===== src/shared/pss_pkg.sv =====
// Shared constants and types for the power saving mode controller
package pss_pkg;

    // Core clock rate used to turn times into cycles
    localparam int CLK_MHZ = 250;

    // Clock source selection codes
    typedef enum logic [1:0] {
        SRC_FAST = 2'h0,
        SRC_LOWP = 2'h1,
        SRC_SOSC = 2'h2,
        SRC_POSC = 2'h3
    } pss_src_t;
    localparam int NSRC = 4;

    // Controller states, one-hot
    typedef enum logic [3:0] {
        ST_RUN = 4'h1,
        ST_IDLE = 4'h2,
        ST_SLEEP = 4'h4,
        ST_WAKE = 4'h8
    } pss_state_t;

    // Functions that may stay alive in sleep
    localparam int KEEP_PINCHG = 0;
    localparam int KEEP_WDT = 1;
    localparam int KEEP_ADC = 2;
    localparam int KEEP_UART = 3;
    localparam int KEEP_CAL = 4;
    localparam int KEEP_TMR1 = 5;
    localparam int KEEP_ICAP = 6;
    localparam int NKEEP = 7;

    // Wake-up start-up times per oscillator, in ns
    localparam int FAST_START_NS = 2000;
    localparam int LOWP_START_NS = 4000;
    localparam int SOSC_START_NS = 8000;
    localparam int POSC_START_NS = 10000;

    localparam int DLY_W = 12;
    localparam int FAST_DIV_W = 3;
    localparam int PB_DIV_W = 2;

    // Least time rounds up, never below one cycle
    function automatic logic [DLY_W-1:0] pss_ns2cyc(input int ns);
        int cyc;
        cyc = (ns * CLK_MHZ + 999) / 1000;
        if (cyc < 1) begin
            cyc = 1;
        end
        return DLY_W'(cyc);
    endfunction : pss_ns2cyc

    localparam logic [DLY_W-1:0] FAST_START_CYC = pss_ns2cyc(FAST_START_NS);
    localparam logic [DLY_W-1:0] LOWP_START_CYC = pss_ns2cyc(LOWP_START_NS);
    localparam logic [DLY_W-1:0] SOSC_START_CYC = pss_ns2cyc(SOSC_START_NS);
    localparam logic [DLY_W-1:0] POSC_START_CYC = pss_ns2cyc(POSC_START_NS);

endpackage : pss_pkg


===== src/core/pss_clk_div.sv =====
// Power-of-two clock divider producing a one-cycle tick enable
`timescale 1ns/1ps
module pss_clk_div #(
    parameter int SEL_W = 2
) (
    input wire logic i_core_clk,
    input wire logic i_rst_b,
    input wire logic i_run,
    input wire logic i_step,
    input wire logic [SEL_W-1:0] i_div_sel,
    output logic o_tick
);
    localparam int CNT_W = (1 << SEL_W);

    logic [CNT_W-1:0] cnt_q;
    logic [CNT_W-1:0] limit;
    logic hit;

    // Divide by 2**sel; sel of zero passes every step
    assign limit = CNT_W'((1 << i_div_sel) - 1);
    assign hit = i_run && i_step && (cnt_q >= limit);

    always_ff @(posedge i_core_clk) begin
        if (!i_rst_b) begin
            cnt_q <= '0;
        end else if (!i_run || hit) begin
            cnt_q <= '0;
        end else if (i_step) begin
            cnt_q <= cnt_q + CNT_W'(1);
        end
    end

    // A ratio change takes effect at once; a count already past the new limit gives a short tick
    always_ff @(posedge i_core_clk) begin
        if (!i_rst_b) begin
            o_tick <= 1'b0;
        end else begin
            o_tick <= hit;
        end
    end

endmodule : pss_clk_div


===== src/core/pss_ctrl.sv =====
// Power saving mode controller: run modes, idle, sleep and wake-up
`timescale 1ns/1ps
// Contract
// RQ1: Reduced power entered only on software request
// RQ2: Run clock from fast, low-power or secondary
// RQ3: Peripheral bus clock scaled independently of CPU
// RQ4: Idle and sleep gate CPU, any source
// RQ5: Idle keeps source and enabled peripherals running
// RQ6: Low-power oscillator idle is lowest clocked state
// RQ7: Sleep stops CPU, source and its peripherals
// RQ8: Selected peripherals run in sleep and wake
// RQ9: Sleep wake waits oscillator dependent start-up time
// RQ10: Fail-safe clock monitor off during sleep
// RQ11: Brownout detector stays on in sleep
// RQ12: Watchdog count not cleared on sleep entry
// RQ13: Listed low-function units may run in sleep
// RQ14: Output pins keep driving during sleep
// RQ15: USB may keep primary or fast oscillator
// RQ16: Software disables modules before sleep
// RQ17: Wake restarts sources, then CPU clock cleanly
module pss_ctrl
    import pss_pkg::*;
#(
    parameter int NPER = 8,
    parameter logic [DLY_W-1:0] FAST_DLY = FAST_START_CYC,
    parameter logic [DLY_W-1:0] LOWP_DLY = LOWP_START_CYC,
    parameter logic [DLY_W-1:0] SOSC_DLY = SOSC_START_CYC,
    parameter logic [DLY_W-1:0] POSC_DLY = POSC_START_CYC
) (
    input wire logic i_core_clk,
    input wire logic i_rst_b,
    input wire pss_pkg::pss_src_t i_sys_src_sel,
    input wire logic [pss_pkg::FAST_DIV_W-1:0] i_fast_post_sel,
    input wire logic [pss_pkg::PB_DIV_W-1:0] i_pb_div_sel,
    input wire logic i_wait_req,
    input wire logic i_sleep_sel,
    input wire logic i_irq_pend,
    input wire logic [pss_pkg::NKEEP-1:0] i_wake_req_async,
    input wire logic [pss_pkg::NKEEP-1:0] i_sleep_keep_en,
    input wire logic [NPER-1:0] i_periph_on,
    input wire logic i_usb_keep_posc,
    input wire logic i_usb_keep_fast,
    input wire logic i_wdt_on,
    output logic o_cpu_clk_en,
    output logic o_sys_clk_en,
    output logic o_pb_clk_en,
    output logic [NPER-1:0] o_periph_clk_en,
    output logic [pss_pkg::NSRC-1:0] o_osc_en,
    output logic [pss_pkg::NKEEP-1:0] o_keep_run,
    output logic o_clk_mon_en,
    output logic o_brownout_en,
    output logic o_wdt_run,
    output logic o_io_drive_keep,
    output logic o_in_idle,
    output logic o_in_sleep
);

    pss_state_t state_q;
    pss_state_t state_d;
    pss_src_t src_q;

    logic [NKEEP-1:0] wake_meta_q;
    logic [NKEEP-1:0] wake_sync_q;
    logic wake_hit;
    logic wake_src_kept;

    logic [DLY_W-1:0] dly_q;
    logic [DLY_W-1:0] dly_d;
    logic dly_done;

    logic sys_run;
    logic sys_run_d;
    logic fast_tick;
    logic pb_tick;
    logic fast_step;
    logic sys_tick;
    logic [NSRC-1:0] osc_en_d;
    logic [NKEEP-1:0] keep_d;

    // Start-up wait for whichever source feeds the system clock
    function automatic logic [DLY_W-1:0] src_delay(input pss_src_t s);
        logic [DLY_W-1:0] v;
        v = FAST_DLY;
        case (s)
            SRC_FAST: begin
                v = FAST_DLY;
            end
            SRC_LOWP: begin
                v = LOWP_DLY;
            end
            SRC_SOSC: begin
                v = SOSC_DLY;
            end
            SRC_POSC: begin
                v = POSC_DLY;
            end
            default: begin
                v = FAST_DLY;
            end
        endcase
        return v;
    endfunction : src_delay

    // Whether USB holds the given source alive through sleep
    function automatic logic usb_holds(
        input pss_src_t s,
        input logic keep_posc,
        input logic keep_fast
    );
        return ((s == SRC_POSC) && keep_posc) || ((s == SRC_FAST) && keep_fast);
    endfunction : usb_holds

    // Wake requests arrive from pins and slow-clock units
    always_ff @(posedge i_core_clk) begin
        if (!i_rst_b) begin
            wake_meta_q <= '0;
            wake_sync_q <= '0;
        end else begin
            wake_meta_q <= i_wake_req_async;
            wake_sync_q <= wake_meta_q;
        end
    end

    // Only functions left alive in sleep may wake it
    assign wake_hit = |(wake_sync_q & i_sleep_keep_en); // RQ8
    assign wake_src_kept = usb_holds(src_q, i_usb_keep_posc, i_usb_keep_fast);
    assign dly_done = (dly_q == '0);

    always_comb begin
        state_d = state_q;
        dly_d = dly_q;
        case (state_q)
            ST_RUN: begin
                // Only the software wait request leaves run
                if (i_wait_req) begin // RQ1
                    if (i_sleep_sel) begin
                        state_d = ST_SLEEP; // RQ4
                    end else begin
                        state_d = ST_IDLE; // RQ4
                    end
                end
            end
            ST_IDLE: begin
                // Source never stopped, so no start-up wait
                if (i_irq_pend || wake_hit) begin
                    state_d = ST_RUN; // RQ17
                end
            end
            ST_SLEEP: begin
                if (i_irq_pend || wake_hit) begin
                    state_d = ST_WAKE;
                    if (wake_src_kept) begin
                        dly_d = '0;
                    end else begin
                        dly_d = src_delay(src_q); // RQ9
                    end
                end
            end
            ST_WAKE: begin
                if (dly_done) begin
                    state_d = ST_RUN; // RQ17
                end else begin
                    dly_d = dly_q - DLY_W'(1);
                end
            end
            default: begin
                state_d = ST_RUN;
            end
        endcase
    end

    always_ff @(posedge i_core_clk) begin
        if (!i_rst_b) begin
            state_q <= ST_RUN;
            dly_q <= '0;
        end else begin
            state_q <= state_d;
            dly_q <= dly_d;
        end
    end

    // Source choice is frozen outside run so a wake uses the
    // oscillator that was stopped, not a half-changed selection
    always_ff @(posedge i_core_clk) begin
        if (!i_rst_b) begin
            src_q <= SRC_FAST;
        end else if (state_q == ST_RUN) begin
            src_q <= i_sys_src_sel; // RQ2
        end
    end

    // System clock runs in every state but sleep and its wait
    assign sys_run = (state_q == ST_RUN) || (state_q == ST_IDLE); // RQ5 RQ7
    // Gates that leave with the state flags use the next state
    assign sys_run_d = (state_d == ST_RUN) || (state_d == ST_IDLE); // RQ7
    assign fast_step = sys_run && (src_q == SRC_FAST);

    pss_clk_div #(
        .SEL_W(FAST_DIV_W)
    ) u_fast_post (
        .i_core_clk(i_core_clk),
        .i_rst_b(i_rst_b),
        .i_run(fast_step),
        .i_step(1'b1),
        .i_div_sel(i_fast_post_sel),
        .o_tick(fast_tick)
    );

    // Fast oscillator may be postscaled, the others run straight
    assign sys_tick = (src_q == SRC_FAST) ? fast_tick : sys_run; // RQ2

    // Bus scaler counts system ticks, not CPU ticks
    pss_clk_div #(
        .SEL_W(PB_DIV_W)
    ) u_pb_div (
        .i_core_clk(i_core_clk),
        .i_rst_b(i_rst_b),
        .i_run(sys_run),
        .i_step(sys_tick),
        .i_div_sel(i_pb_div_sel),
        .o_tick(pb_tick)
    ); // RQ3

    always_ff @(posedge i_core_clk) begin
        if (!i_rst_b) begin
            o_sys_clk_en <= 1'b0;
        end else begin
            o_sys_clk_en <= sys_tick && sys_run_d; // RQ7
        end
    end

    // Registered gate keeps the CPU enable free of glitches
    always_ff @(posedge i_core_clk) begin
        if (!i_rst_b) begin
            o_cpu_clk_en <= 1'b0;
        end else begin
            o_cpu_clk_en <= (state_d == ST_RUN) && sys_tick; // RQ4 RQ17
        end
    end

    always_ff @(posedge i_core_clk) begin
        if (!i_rst_b) begin
            o_pb_clk_en <= 1'b0;
        end else begin
            o_pb_clk_en <= pb_tick; // RQ3
        end
    end

    // Disabled modules get no clock in any state
    always_ff @(posedge i_core_clk) begin
        if (!i_rst_b) begin
            o_periph_clk_en <= '0;
        end else if (pb_tick && sys_run_d) begin
            o_periph_clk_en <= i_periph_on; // RQ5 RQ16
        end else begin
            o_periph_clk_en <= '0; // RQ7
        end
    end

    // Sleep keeps only the slow-clocked functions software left on
    always_comb begin
        if (state_q == ST_SLEEP || state_q == ST_WAKE) begin
            keep_d = i_sleep_keep_en; // RQ13 RQ16
            keep_d[KEEP_WDT] = i_wdt_on;
        end else begin
            keep_d = '1;
            keep_d[KEEP_WDT] = i_wdt_on;
        end
    end

    always_ff @(posedge i_core_clk) begin
        if (!i_rst_b) begin
            o_keep_run <= '0;
        end else begin
            o_keep_run <= keep_d; // RQ8 RQ13
        end
    end

    // Oscillator enables: selected source stops in sleep unless
    // USB holds it; slow oscillators stay for alive functions
    always_comb begin
        osc_en_d = '0;
        if (sys_run) begin
            osc_en_d[src_q] = 1'b1; // RQ5 RQ6
        end else if (state_q == ST_WAKE) begin
            osc_en_d[src_q] = 1'b1; // RQ17
        end
        if (i_usb_keep_posc) begin
            osc_en_d[SRC_POSC] = 1'b1; // RQ15
        end
        if (i_usb_keep_fast) begin
            osc_en_d[SRC_FAST] = 1'b1; // RQ15
        end
        if (i_wdt_on || keep_d[KEEP_TMR1] || keep_d[KEEP_ICAP]) begin
            osc_en_d[SRC_LOWP] = 1'b1; // RQ13
        end
        if (keep_d[KEEP_CAL]) begin
            osc_en_d[SRC_SOSC] = 1'b1; // RQ13
        end
    end

    always_ff @(posedge i_core_clk) begin
        if (!i_rst_b) begin
            o_osc_en <= '0;
        end else begin
            o_osc_en <= osc_en_d; // RQ7
        end
    end

    // Monitor would flag the stopped source as failed
    always_ff @(posedge i_core_clk) begin
        if (!i_rst_b) begin
            o_clk_mon_en <= 1'b0;
        end else begin
            o_clk_mon_en <= sys_run_d; // RQ10
        end
    end

    always_ff @(posedge i_core_clk) begin
        if (!i_rst_b) begin
            o_brownout_en <= 1'b0;
        end else begin
            o_brownout_en <= 1'b1; // RQ11
        end
    end

    // Sleep entry passes no clear to the watchdog; only its own
    // enable steers it, so software must service it first
    always_ff @(posedge i_core_clk) begin
        if (!i_rst_b) begin
            o_wdt_run <= 1'b0;
        end else begin
            o_wdt_run <= i_wdt_on; // RQ12
        end
    end

    // Pad drivers are never released by a power state
    always_ff @(posedge i_core_clk) begin
        if (!i_rst_b) begin
            o_io_drive_keep <= 1'b0;
        end else begin
            o_io_drive_keep <= 1'b1; // RQ14
        end
    end

    always_ff @(posedge i_core_clk) begin
        if (!i_rst_b) begin
            o_in_idle <= 1'b0;
            o_in_sleep <= 1'b0;
        end else begin
            o_in_idle <= (state_d == ST_IDLE);
            o_in_sleep <= (state_d == ST_SLEEP) || (state_d == ST_WAKE);
        end
    end

endmodule : pss_ctrl


===== config.mk =====
export PLATFORM = sky130hd
export DESIGN_NAME = pss_ctrl
export DESIGN_NICKNAME = d
export VERILOG_FILES = /design/src/shared/pss_pkg.sv /design/src/core/pss_clk_div.sv /design/src/core/pss_ctrl.sv
export SDC_FILE = /design/constraint.sdc
export NUM_CORES = 1
export LEC_CHECK = 0
export BUFFER_PORTS_ARGS = -buffer_cell sky130_fd_sc_hd__buf_2
export CORE_MARGIN = 3
export CORE_UTILIZATION = 55
export CTS_BUF_LIST = sky130_fd_sc_hd__clkbuf_8
export DETAILED_ROUTE_END_ITERATION = 12
export GPL_ROUTABILITY_DRIVEN = 0
export PLACE_DENSITY = 0.8
export SKIP_LAST_GASP = 1
export SYNTH_ARGS = -nofsm -noshare
export SYNTH_HDL_FRONTEND = slang
export SYNTH_SLANG_ARGS = --single-unit

===== constraint.sdc =====
create_clock -name i_core_clk -period 5.1 [get_ports i_core_clk]
set_input_delay 0.51 -clock i_core_clk [delete_from_list [all_inputs] [get_ports i_core_clk]]
set_output_delay 0.51 -clock i_core_clk [all_outputs]
set_load 0.005 [all_outputs]

==> results of run 1 <==
## layer usage
layer | up-vias | part of all wire (%) | global-route usage [%] | routed length [um]
met5 | - | 0 | 0 | 0
met4 | 0 | 2.4 | 8.19 | 166
met3 | 20 | 8.5 | 6.85 | 592
met2 | 122 | 46 | 34.6 | 3220
met1 | 1231 | 43 | 24.9 | 3010
li1 | 1367 | - | - | -
## placed cells by master (no fill, tap or decap), drive strengths merged, types with 2 or more instances in the layout
cell type,n
or3,5
and2,17
a21oi,21
o211ai,2
nand2b,3
clkbuf,9
nor2,55
buf,65
or4b,3
clkinvlp,3
xnor2,7
or4,2
and3,14
nor3,2
nor4b,3
nand3,14
a21o,4
a31oi,2
o32ai,3
o22ai,4
o21ai,15
nor4,5
inv,13
dfxtp,72
xor2,6
ha,19
clkinv,2
a221o,2
nand2,22
o41ai,3
or2,2
a22oi,5
mux2i,2
## worst reg2reg max path, cell delays in order (launching register included)
cell                      delay [ns]
sky130_fd_sc_hd__dfxtp_1        0.61
sky130_fd_sc_hd__or4b_4         0.66
sky130_fd_sc_hd__a21oi_2        0.35
sky130_fd_sc_hd__nor2_1         0.22
sky130_fd_sc_hd__o32ai_1        0.32
## power by group through the flow
| stage | combinational [mW] | clock, mW | sequential (mW) |
|---|---|---|---|
| after global routing | 0.141 | 0.475 | 0.600 |
| after global placement | 0.120 | 0 | 0.609 |
| final | 0.124 | 0.438 | 0.598 |
| after CTS | 0.124 | 0.451 | 0.598 |
| after detailed placement | 0.122 | 0 | 0.610 |
| after floorplan | 0.0862 | 0 | 0.606 |
## final timing paths
kind / end / slack [ns] / cells past startpoint / startpoint
setup / recovery: u_fast_post.cnt_q[5] / 2.80 / 5 / i_rst_b
hold / removal: wake_meta_q[2] / 0.37 / 2 / i_wake_req_async[2]
setup reg to reg: dly_q[3] / 2.85 / 4 / state_q[3]
hold reg to reg: wake_sync_q[2] / 0.44 / 1 / wake_meta_q[2]
## stage by stage
step                setup WS [ns]  instance area (sq um)  power [mW]
floorplan                    3.03                   3300       0.692
global placement             2.51                   3550       0.729
detailed placement           2.43                   3550       0.733
CTS                          2.79                   3750        1.17
global route                 2.58                   3750        1.22
finish                       2.80                   3750        1.16
## logic make-up after synthesis
family	Yosys count	synth area share (%)
xor gates and xnor gates	13	3.45
adders and majority gates	19	7.21
muxes	2	0.607
other	1	0.114
DFF	72	43.7
AOI/OAI and AO/OA	72	14.7
and+or+nand+nor	149	23.9
buffers and inverters	32	6.34
## area by class of cell
type	instances	area (sq um)
Clock buffer	9	124
Clock inverter	7	71.3
Fill cell	461	1890
Inverter	12	45.0
Multi-Input combinational cell	256	1650
Sequential cell	72	1440
Tap cell	72	90.1
Timing Repair Buffer	65	328
## registers in the layout (all words and copies together) (netlist names), 2 cells and up
register and cells:
o_keep_run 7, wake_sync_q 7, dly_q 12, o_periph_clk_en 8, wake_meta_q 7, u_fast_post.cnt_q 8, u_pb_div.cnt_q 4, o_osc_en 4
src_q 2, state_q 4
==> results.yml, run 1 <==
cts:
  tritoncts: "yes"
  post_cts.resized_instances: 0
  clock_sink_count: 72
  clock_insertion_delay_worst_skew_ns: 0.35
  cts_buf_count: 9
  cts.repair_timing.setup_buffer_count: 0
  cts-htree-levels: 3
  clkTransAtPathRegs_ns: 0.07
  ctsLongestPathBuffers: 2
  ctsHoldBuffers: 0
  cts-root-buf: "sky130_fd_sc_hd__clkbuf_8"
drt:
  num_vias: 2740
  first_pass_iters: 5
  antenna_violating_nets_post_route: 0
  avg_vias_per_cell: 5.56
  routedWlPerCell_um: 14.2
  dr.first_iter.drc_count: 265
  drc: 0
  detail_route.wirelength_um: 6980
timing:
  setup_violations: 0
  worst_slew_margin_rel_pct: 33.2
  final_worst_hold_slack_ns: 0.370
  fin_hold_viols: 0
  clock_skew_ns: 0.00644
  rsz0062_at_grt: "no"
  min_tclk_post_route_ns: 2.30
  maxClockFrequency_ghz: 0.434
  fin_tns_setup_ns: 0
  max_slew.worst_pin.slew_ns: 0.988
  post-route-period-util_pct: 45.2
  finalMaxSlewViolations: 0
logic_synthesis:
  synth_area_sq_um: 3300
  synth_flop_cell: "sky130_fd_sc_hd__dfxtp_1"
  synth_largest_area_cell: "sky130_fd_sc_hd__dfxtp_1"
  top_count_cell_post_synth: "sky130_fd_sc_hd__dfxtp_1"
  syn-num-nets: 416
  postSynthCellCount: 360
  synth_top_area_share_pct: 43.7
  synthesis_warnings: 0
  yosys.cell_types.count: 57
  synth.yosys.seq_area_share_pct: 43.7
  synthTopCellsByArea: "sky130_fd_sc_hd__dfxtp_1 44%, sky130_fd_sc_hd__ha_1 7.2%, sky130_fd_sc_hd__nor2_1 6.1%, sky130_fd_sc_hd__and2_1 3.2%, sky130_fd_sc_hd__a21oi_1 3.0%"
  ys_seq_elements: 72
  syn_area_per_cell_sq_um: 9.16
  synth_edf_count: 0
  synth_commonest_cells: "72 x sky130_fd_sc_hd__dfxtp_1, 54 x sky130_fd_sc_hd__nor2_1, 22 x sky130_fd_sc_hd__nand2_1"
  synth-async-reset-ratio_pct: 0
worst_setup_path:
  critical_path_buf_inv_count: 2
  cp-start-kind: "input pin"
  cp_slowest_cell: "sky130_fd_sc_hd__nor4_1"
  cp-end-kind: "flip-flop"
  cp_max_fo: 35
  timing.critical_path.slowest_cell_delay_ns: 0.56
  timing.critical_path.required_ns: 5.37
  timing.critical_path.arrival_ns: 2.58
  cp_cell_sequence: "buf_2 > inv_1 > nor4_1 > o2111ai_1 > nor2_1"
  cpLargestDelayFamily: "buffers and inverters"
  worstSetupPathType: "input pin to flip-flop"
flow_run:
  count_of_max_cap_constraint_violations: 0
global_routing:
  antenna_found_initial: 0
  grt_first_pass_wirelength_um: 11800
  grt_max_degree: 36
  overflow: 0
  grt_pass1_vias: 2580
  grt_util_all_layers_pct: 20.8
die:
  ios: 65
  die-height_um: 83.4
  fp.dieArea_sq_um: 6960
  die_width_um: 83.4
  floorplan.rows: 27
  design.core.area_sq_um: 5640
  floorplan.initialDensity_pct: 58.5
outcome:
  status: "finished, final reports clean"
placement:
  hpwl_um: 4960
  port_buffers: 64
  placed_cells: 477
cells_and_area:
  fin_cells: 493
  share_of_final_layout_standard_cells_stronger_than_drive_strength_1_pct: 23.0
  n_diodes: 0
  final_nets: 472
  syn_to_final_growth_pct: 13.6
  fin_util_pct: 66.4
power:
  combinational_share_of_power_pct: 10.7
  ratio_of_total_power_to_cell_area_nw_per_um2: 309
  share_of_power_burned_in_registers_pct: 51.6
  internal_power_of_the_cells_uw: 864
  share_clk_of_total_power_pct: 37.8
  maximum_vdd_drop_v: 0.000269
  power.static_leakage_nw: 1.70
  sw_frac_of_total_pct: 25.5
  total_switching_power_uw: 295
hold_path:
  hold_path.class: "input pin to flip-flop"
Note: power is estimated with default switching activity, not from simulation.
==> inputs of run 2 (changes only) <==
--- a/config.mk
+++ b/config.mk
@@ -7,11 +7,11 @@
 export LEC_CHECK = 0
 export BUFFER_PORTS_ARGS = -buffer_cell sky130_fd_sc_hd__buf_2
 export CORE_MARGIN = 3
-export CORE_UTILIZATION = 55
+export CORE_UTILIZATION = 51
 export CTS_BUF_LIST = sky130_fd_sc_hd__clkbuf_8
 export DETAILED_ROUTE_END_ITERATION = 12
 export GPL_ROUTABILITY_DRIVEN = 0
-export PLACE_DENSITY = 0.8
+export PLACE_DENSITY = 0.78
 export SKIP_LAST_GASP = 1
 export SYNTH_ARGS = -nofsm -noshare
 export SYNTH_HDL_FRONTEND = slang
==> constraint.sdc (replaced) <==
create_clock -name i_core_clk -period 2 [get_ports i_core_clk]
set_input_delay 0.2 -clock i_core_clk [delete_from_list [all_inputs] [get_ports i_core_clk]]
set_output_delay 0.2 -clock i_core_clk [all_outputs]
set_load 0.005 [all_outputs]
==> run 2 against run 1 <==
  * Final cell count rose by 5.1%
  * Worst setup slack got worse by 2.7 ns
  * Die area rose by 7.3%
  * Highest routed layer unchanged
  * Critical path type is now flip-flop to flip-flop
  * Cell area rose by 5.6%
  * Clock-buffer cell count did not move
  * Sequential power rose to 2.5 times the previous value
  * Core utilization fell by 1.5 points
  * Clock skew rose by 0.0013 ns
  * Wire length rose by 5.9%
==> results.yml, run 2 (synthesis results as in run 1) <==
die:
  design.core.area_sq_um: 6100
  die_width_um: 86.4
  fp.dieArea_sq_um: 7470
  floorplan.initialDensity_pct: 54.1
  floorplan.rows: 28
  die-height_um: 86.4
  ios: 65
cells_and_area:
  syn_to_final_growth_pct: 20.0
  fin_util_pct: 64.9
  largest_registers: "dly_q: 12 flops, o_periph_clk_en: 8 flops, u_fast_post.cnt_q: 8 flops"
  share_of_final_layout_standard_cells_stronger_than_drive_strength_1_pct: 27.8
  final_nets: 494
  largest_register_ffs: 12
  layout.cells.most_common: "sky130_fd_sc_hd__dfxtp_1"
  layout_common_cells: "72 x sky130_fd_sc_hd__dfxtp_1, 64 x sky130_fd_sc_hd__buf_2, 54 x sky130_fd_sc_hd__nor2_1"
  registers.top_by_ff_count: "dly_q"
  post-route-cell-area_sq_um: 3960
  fillerInstances: 512
  n_diodes: 0
placement:
  hpwl_um: 5290
  port_buffers: 64
  dpl-instance-area_sq_um: 3710
power:
  share_clk_of_total_power_pct: 40.1
  combinational_share_of_power_pct: 11.6
  share_of_power_burned_in_registers_pct: 48.3
  internal_power_of_the_cells_mw: 2.36
  ratio_of_total_power_to_cell_area_nw_per_um2: 792
  sw_frac_of_total_pct: 24.8
  total_switching_power_uw: 777
  maximum_vdd_drop_v: 0.000577
  power.static_leakage_nw: 1.82
  design_power_total_mw: 3.14
timing:
  setup_violations: 0
  finalMaxSlewViolations: 0
  final_worst_hold_slack_ns: 0.0520
  fin_hold_viols: 0
  rsz0062_at_grt: "yes"
  maxClockFrequency_ghz: 0.525
  post-route-period-util_pct: 95.3
  worst_slew_margin_rel_pct: 52.3
  max_slew.worst_pin.slew_ns: 0.705
  min_tclk_post_route_ns: 1.91
  fin_tns_setup_ns: 0
  clock_skew_ns: 0.00777
drt:
  avg_vias_per_cell: 5.51
  dr.first_iter.drc_count: 332
  detailroute.wirelength.met2_um: 3490
  drc: 0
  antenna_violating_nets_post_route: 0
  routedWlPerCell_um: 14.3
  num_vias: 2856
  met1_length_um: 3350
  met3_wirelength_um: 434
  first_pass_iters: 5
  dr.max_layer_used: "met4"
  detail_route.wirelength_um: 7390
cts:
  ctsLongestPathBuffers: 2
  cts_buf_count: 9
  clock_insertion_delay_worst_skew_ns: 0.35
  ctsHoldBuffers: 0
  clock_sink_count: 72
  cts-root-buf: "sky130_fd_sc_hd__clkbuf_8"
  cts-htree-levels: 3
  clkTransAtPathRegs_ns: 0.08
  tritoncts: "yes"
worst_setup_path:
  timing.critical_path.arrival_ns: 2.17
  timing.critical_path.required_ns: 2.27
  cp_max_fo: 8
  worstSetupPathType: "flip-flop to flip-flop"
  cp-start-kind: "flip-flop"
  cp-end-kind: "flip-flop"
global_routing:
  grt_util_all_layers_pct: 21.0
  antenna_found_initial: 0
  grt_max_degree: 35
  overflow: 0
  grt_pass1_vias: 2763
  grt_first_pass_wirelength_um: 12700
hold_path:
  hold_path.class: "input pin to flip-flop"
flow_run:
  count_of_max_cap_constraint_violations: 0
outcome:
  status: "finished, final reports clean"
[run 2: cell types whose count changed in the layout (fill, tap and decap cells not counted), sizes merged]
cell	previous run	this run
clkinv	2	1
clkinvlp	3	2
bufinv	1	2
inv	13	14
buf	65	87
[run 2: cell type report]
class | count | area, sq um | share of cell area, %
Multi-Input combinational cell | 256 | 1670 | 42.1
Sequential cell | 72 | 1440 | 36.4
Timing Repair Buffer | 87 | 493 | 12.5
Clock buffer | 9 | 124 | 3.13
Clock inverter | 7 | 96.3 | 2.43
Tap cell | 75 | 93.8 | 2.37
Inverter | 12 | 45.0 | 1.14
[run 2: worst paths after layout]
kind                                     startpoint        endpoint  slack (ns)  cells after the start
worst max-delay path                       dly_q[0]        dly_q[5]        0.09                      8
worst min-delay path            i_wake_req_async[4]  wake_meta_q[4]        0.05                      2
worst max register to register             dly_q[0]        dly_q[5]        0.09                      8
worst min register to register       wake_meta_q[5]  wake_sync_q[5]        0.44                      1
[run 2: power by group through the flow]
stage | Sequential, mW | Combinational, mW | Clock [mW]
2_1_floorplan | 1.54 | 0.220 | 0
3_3_place_gp | 1.54 | 0.345 | 0
3_5_place_dp | 1.55 | 0.356 | 0
4_1_cts | 1.51 | 0.361 | 1.28
5_1_grt | 1.52 | 0.409 | 1.35
6_report | 1.51 | 0.365 | 1.26
[run 2: worst max-delay path, cell delays in order (launching register included)]
cell,delay [ns]
sky130_fd_sc_hd__dfxtp_1,0.33
sky130_fd_sc_hd__inv_1,0.08
sky130_fd_sc_hd__ha_2,0.19
sky130_fd_sc_hd__or4b_4,0.53
sky130_fd_sc_hd__nor2_4,0.15
sky130_fd_sc_hd__a21o_2,0.17
sky130_fd_sc_hd__buf_4,0.16
sky130_fd_sc_hd__a21oi_1,0.08
sky130_fd_sc_hd__o22ai_1,0.13
[run 2: layer usage]
metal | vias up | track usage, %
met2 | 102 | 34.1
li1 | 1411 | -
met5 | - | 0
met1 | 1328 | 27.9
met3 | 15 | 4.56
met4 | 0 | 6.66
[run 2: repair_timing]
action	CTS	global route
buffers inserted	0	1
pin swaps	0	3
cloned	0	0
endpoints found under the setup margin	1	20
gates resized for setup	1	4
[run 2: stage by stage]
step                setup slack, ns  std cells
finish                       0.0937        518
floorplan                     0.170        360
CTS                          0.0423        517
global placement             0.0859        501
detailed placement           0.0157        501
global route               -0.00381        518
==> inputs of run 3 (changes only) <==
--- a/config.mk
+++ b/config.mk
@@ -5,13 +5,13 @@
 export SDC_FILE = /design/constraint.sdc
 export NUM_CORES = 1
 export LEC_CHECK = 0
-export BUFFER_PORTS_ARGS = -buffer_cell sky130_fd_sc_hd__buf_2
 export CORE_MARGIN = 3
-export CORE_UTILIZATION = 51
+export CORE_UTILIZATION = 55
 export CTS_BUF_LIST = sky130_fd_sc_hd__clkbuf_8
 export DETAILED_ROUTE_END_ITERATION = 12
+export DONT_BUFFER_PORTS = 1
 export GPL_ROUTABILITY_DRIVEN = 0
-export PLACE_DENSITY = 0.78
+export PLACE_DENSITY = 0.73
 export SKIP_LAST_GASP = 1
 export SYNTH_ARGS = -nofsm -noshare
 export SYNTH_HDL_FRONTEND = slang
==> run 3 against run 2 <==
  * Clock skew grew 0.00095 ns
  * Maximum frequency shrank 1.7%
  * Wire length grew 0.49%
  * Hold slack lost 0.032 ns
  * Final cell count down 7.3%
  * Cell area decreased by 1.5%
==> results.yml, run 3 (synthesis results as in run 1) <==
cells_and_area:
  final_nets: 459
  layout_common_cells: "71 x sky130_fd_sc_hd__dfxtp_1, 54 x sky130_fd_sc_hd__nor2_1, 28 x sky130_fd_sc_hd__dlygate4sd3_1"
  n_diodes: 0
  largest_register_ffs: 12
  post-route-cell-area_sq_um: 3900
  syn_to_final_growth_pct: 18.2
  fin_util_pct: 69.1
  fin_cells: 480
  fillerInstances: 430
  layout.cells.most_common: "sky130_fd_sc_hd__dfxtp_1"
  largest_registers: "dly_q: 12 flops, o_periph_clk_en: 8 flops, u_fast_post.cnt_q: 8 flops"
  registers.top_by_ff_count: "dly_q"
  share_of_final_layout_standard_cells_stronger_than_drive_strength_1_pct: 15.2
drt:
  dr.first_iter.drc_count: 180
  num_vias: 2707
  routedWlPerCell_um: 15.5
  antenna_violating_nets_post_route: 0
  detail_route.wirelength_um: 7430
  drc: 0
  avg_vias_per_cell: 5.64
  first_pass_iters: 5
cts:
  cts-htree-levels: 3
  ctsLongestPathBuffers: 2
  cts-root-buf: "sky130_fd_sc_hd__clkbuf_8"
  clock_sink_count: 72
  clock_insertion_delay_worst_skew_ns: 0.35
  tritoncts: "yes"
  cts_buf_count: 9
  clkTransAtPathRegs_ns: 0.07
  cts.repair_timing.setup_buffer_count: 0
die:
  floorplan.rows: 27
  design.core.area_sq_um: 5640
  fp.dieArea_sq_um: 6960
  die_width_um: 83.4
  die-height_um: 83.4
  floorplan.initialDensity_pct: 58.5
  ios: 65
hold_path:
  hold_path.class: "input pin to flip-flop"
  hp-start: "i_rst_b"
  whs_endpoint: "dly_q[5]"
  hold-path-cell-count: 2
timing:
  max_slew.worst_pin.slew_ns: 0.863
  worst_slew_margin_rel_pct: 42.2
  post-route-period-util_pct: 97.0
  finalMaxSlewViolations: 0
  rsz0062_at_grt: "no"
  min_tclk_post_route_ns: 1.94
  clock_skew_ns: 0.00872
  setup_violations: 0
  maxClockFrequency_ghz: 0.516
  fin_hold_viols: 0
  post_route_worst_setup_slack_ns: 0.0603
  final_worst_hold_slack_ns: 0.0197
  fin_tns_setup_ns: 0
global_routing:
  grt_max_degree: 27
  overflow: 0
  grt_util_all_layers_pct: 21.8
  antenna_found_initial: 0
  grt_first_pass_wirelength_um: 12300
  grt_pass1_vias: 2557
worst_setup_path:
  cp_max_fo: 6
  timing.critical_path.slowest_cell_delay_ns: 0.53
  cp_slowest_cell: "sky130_fd_sc_hd__or4b_4"
  timing.critical_path.required_ns: 2.23
  timing.critical_path.arrival_ns: 2.17
  worstSetupPathType: "flip-flop to flip-flop"
  regToRegEndpoint: "dly_q[7]"
  setup.reg_to_reg.worst_slack_ns: 0.06
  r2r_start: "dly_q[1]"
  cp_cell_sequence: "inv_1 > ha_2 > or4b_4 > nor2_4 > a21oi_2 > buf_4 > o221ai_2 > a21oi_1"
  cp-end-kind: "flip-flop"
  r2r_cell_count: 8
  cp-start-kind: "flip-flop"
placement:
  dp_slack_ns: -0.0214
  dpl-instance-area_sq_um: 3400
  placed_cells: 436
  port_buffers: 0
  hpwl_um: 4840
power:
  maximum_vdd_drop_v: 0.000652
  ratio_of_total_power_to_cell_area_nw_per_um2: 747
  design_power_total_mw: 2.91
  power.static_leakage_nw: 1.66
flow_run:
  count_of_max_cap_constraint_violations: 0
outcome:
  status: "finished, final reports clean"
run 3: cell types whose count changed in the layout (fill, tap and decap cells not counted), moves of 2 or more:
cell / change
sky130_fd_sc_hd__clkbuf_8: +2
sky130_fd_sc_hd__bufinv_16: -2
sky130_fd_sc_hd__o21ai_0: -2
sky130_fd_sc_hd__o21ai_1: +2
sky130_fd_sc_hd__buf_2: -64
sky130_fd_sc_hd__dlygate4sd3_1: +28
run 3: area by class of cell:
cell class,count,area [sq um],share of cell area (%)
multi-input combinational,256,1680,43.0
sequential,72,1440,37.0
timing repair buffer,52,460,11.8
clock buffer,11,151,3.88
tap,72,90.1,2.31
inverter,12,45.0,1.15
clock inverter,5,32.5,0.834
run 3: worst max-delay path by stage:
| stage | from | end | slack, ns | cells past startpoint |
|---|---|---|---|---|
| floorplan | dly_q[0] | dly_q[10] | 0.17 | 7 |
| global placement | dly_q[0] | o_sys_clk_en | 0.06 | 7 |
| detailed placement | dly_q[0] | o_periph_clk_en[3] | -0.02 | 7 |
| CTS | dly_q[0] | dly_q[10] | 0.03 | 7 |
| global route | dly_q[0] | dly_q[7] | 0.003 | 8 |
| finish | dly_q[1] | dly_q[7] | 0.06 | 8 |
run 3: metal layers:
layer  vias to the layer above  GRT usage, %  wire, um
met5                         -             0         0
met4                         0          7.31        95
li1                       1343             -         -
met3                        12          5.75       466
met1                      1247          27.9      3260
met2                       105          35.7      3610
run 3: where the power goes:
| part | switching, mW | internal [mW] |
|---|---|---|
| Combinational | 0.170 | 0.169 |
| Clock | 0.540 | 0.513 |
| Sequential | 0.0348 | 1.49 |
run 3: what timing repair did:
item | 4_1_cts | 5_1_grt
endpoints found under the hold margin | 41 | 1
setup endpoints to repair | 9 | 22
hold buffers | 27 | 1
pin swaps | 0 | 2
gates resized for setup | 1 | 9
run 3: critical path: cells and delay by family (launching register included):
| family | cells | cell delay [ns] |
|---|---|---|
| flops | 1 | 0.34 |
| compound gates | 3 | 0.37 |
| simple gates | 2 | 0.70 |
| buf+inv | 2 | 0.24 |
| fa+ha+maj | 1 | 0.18 |
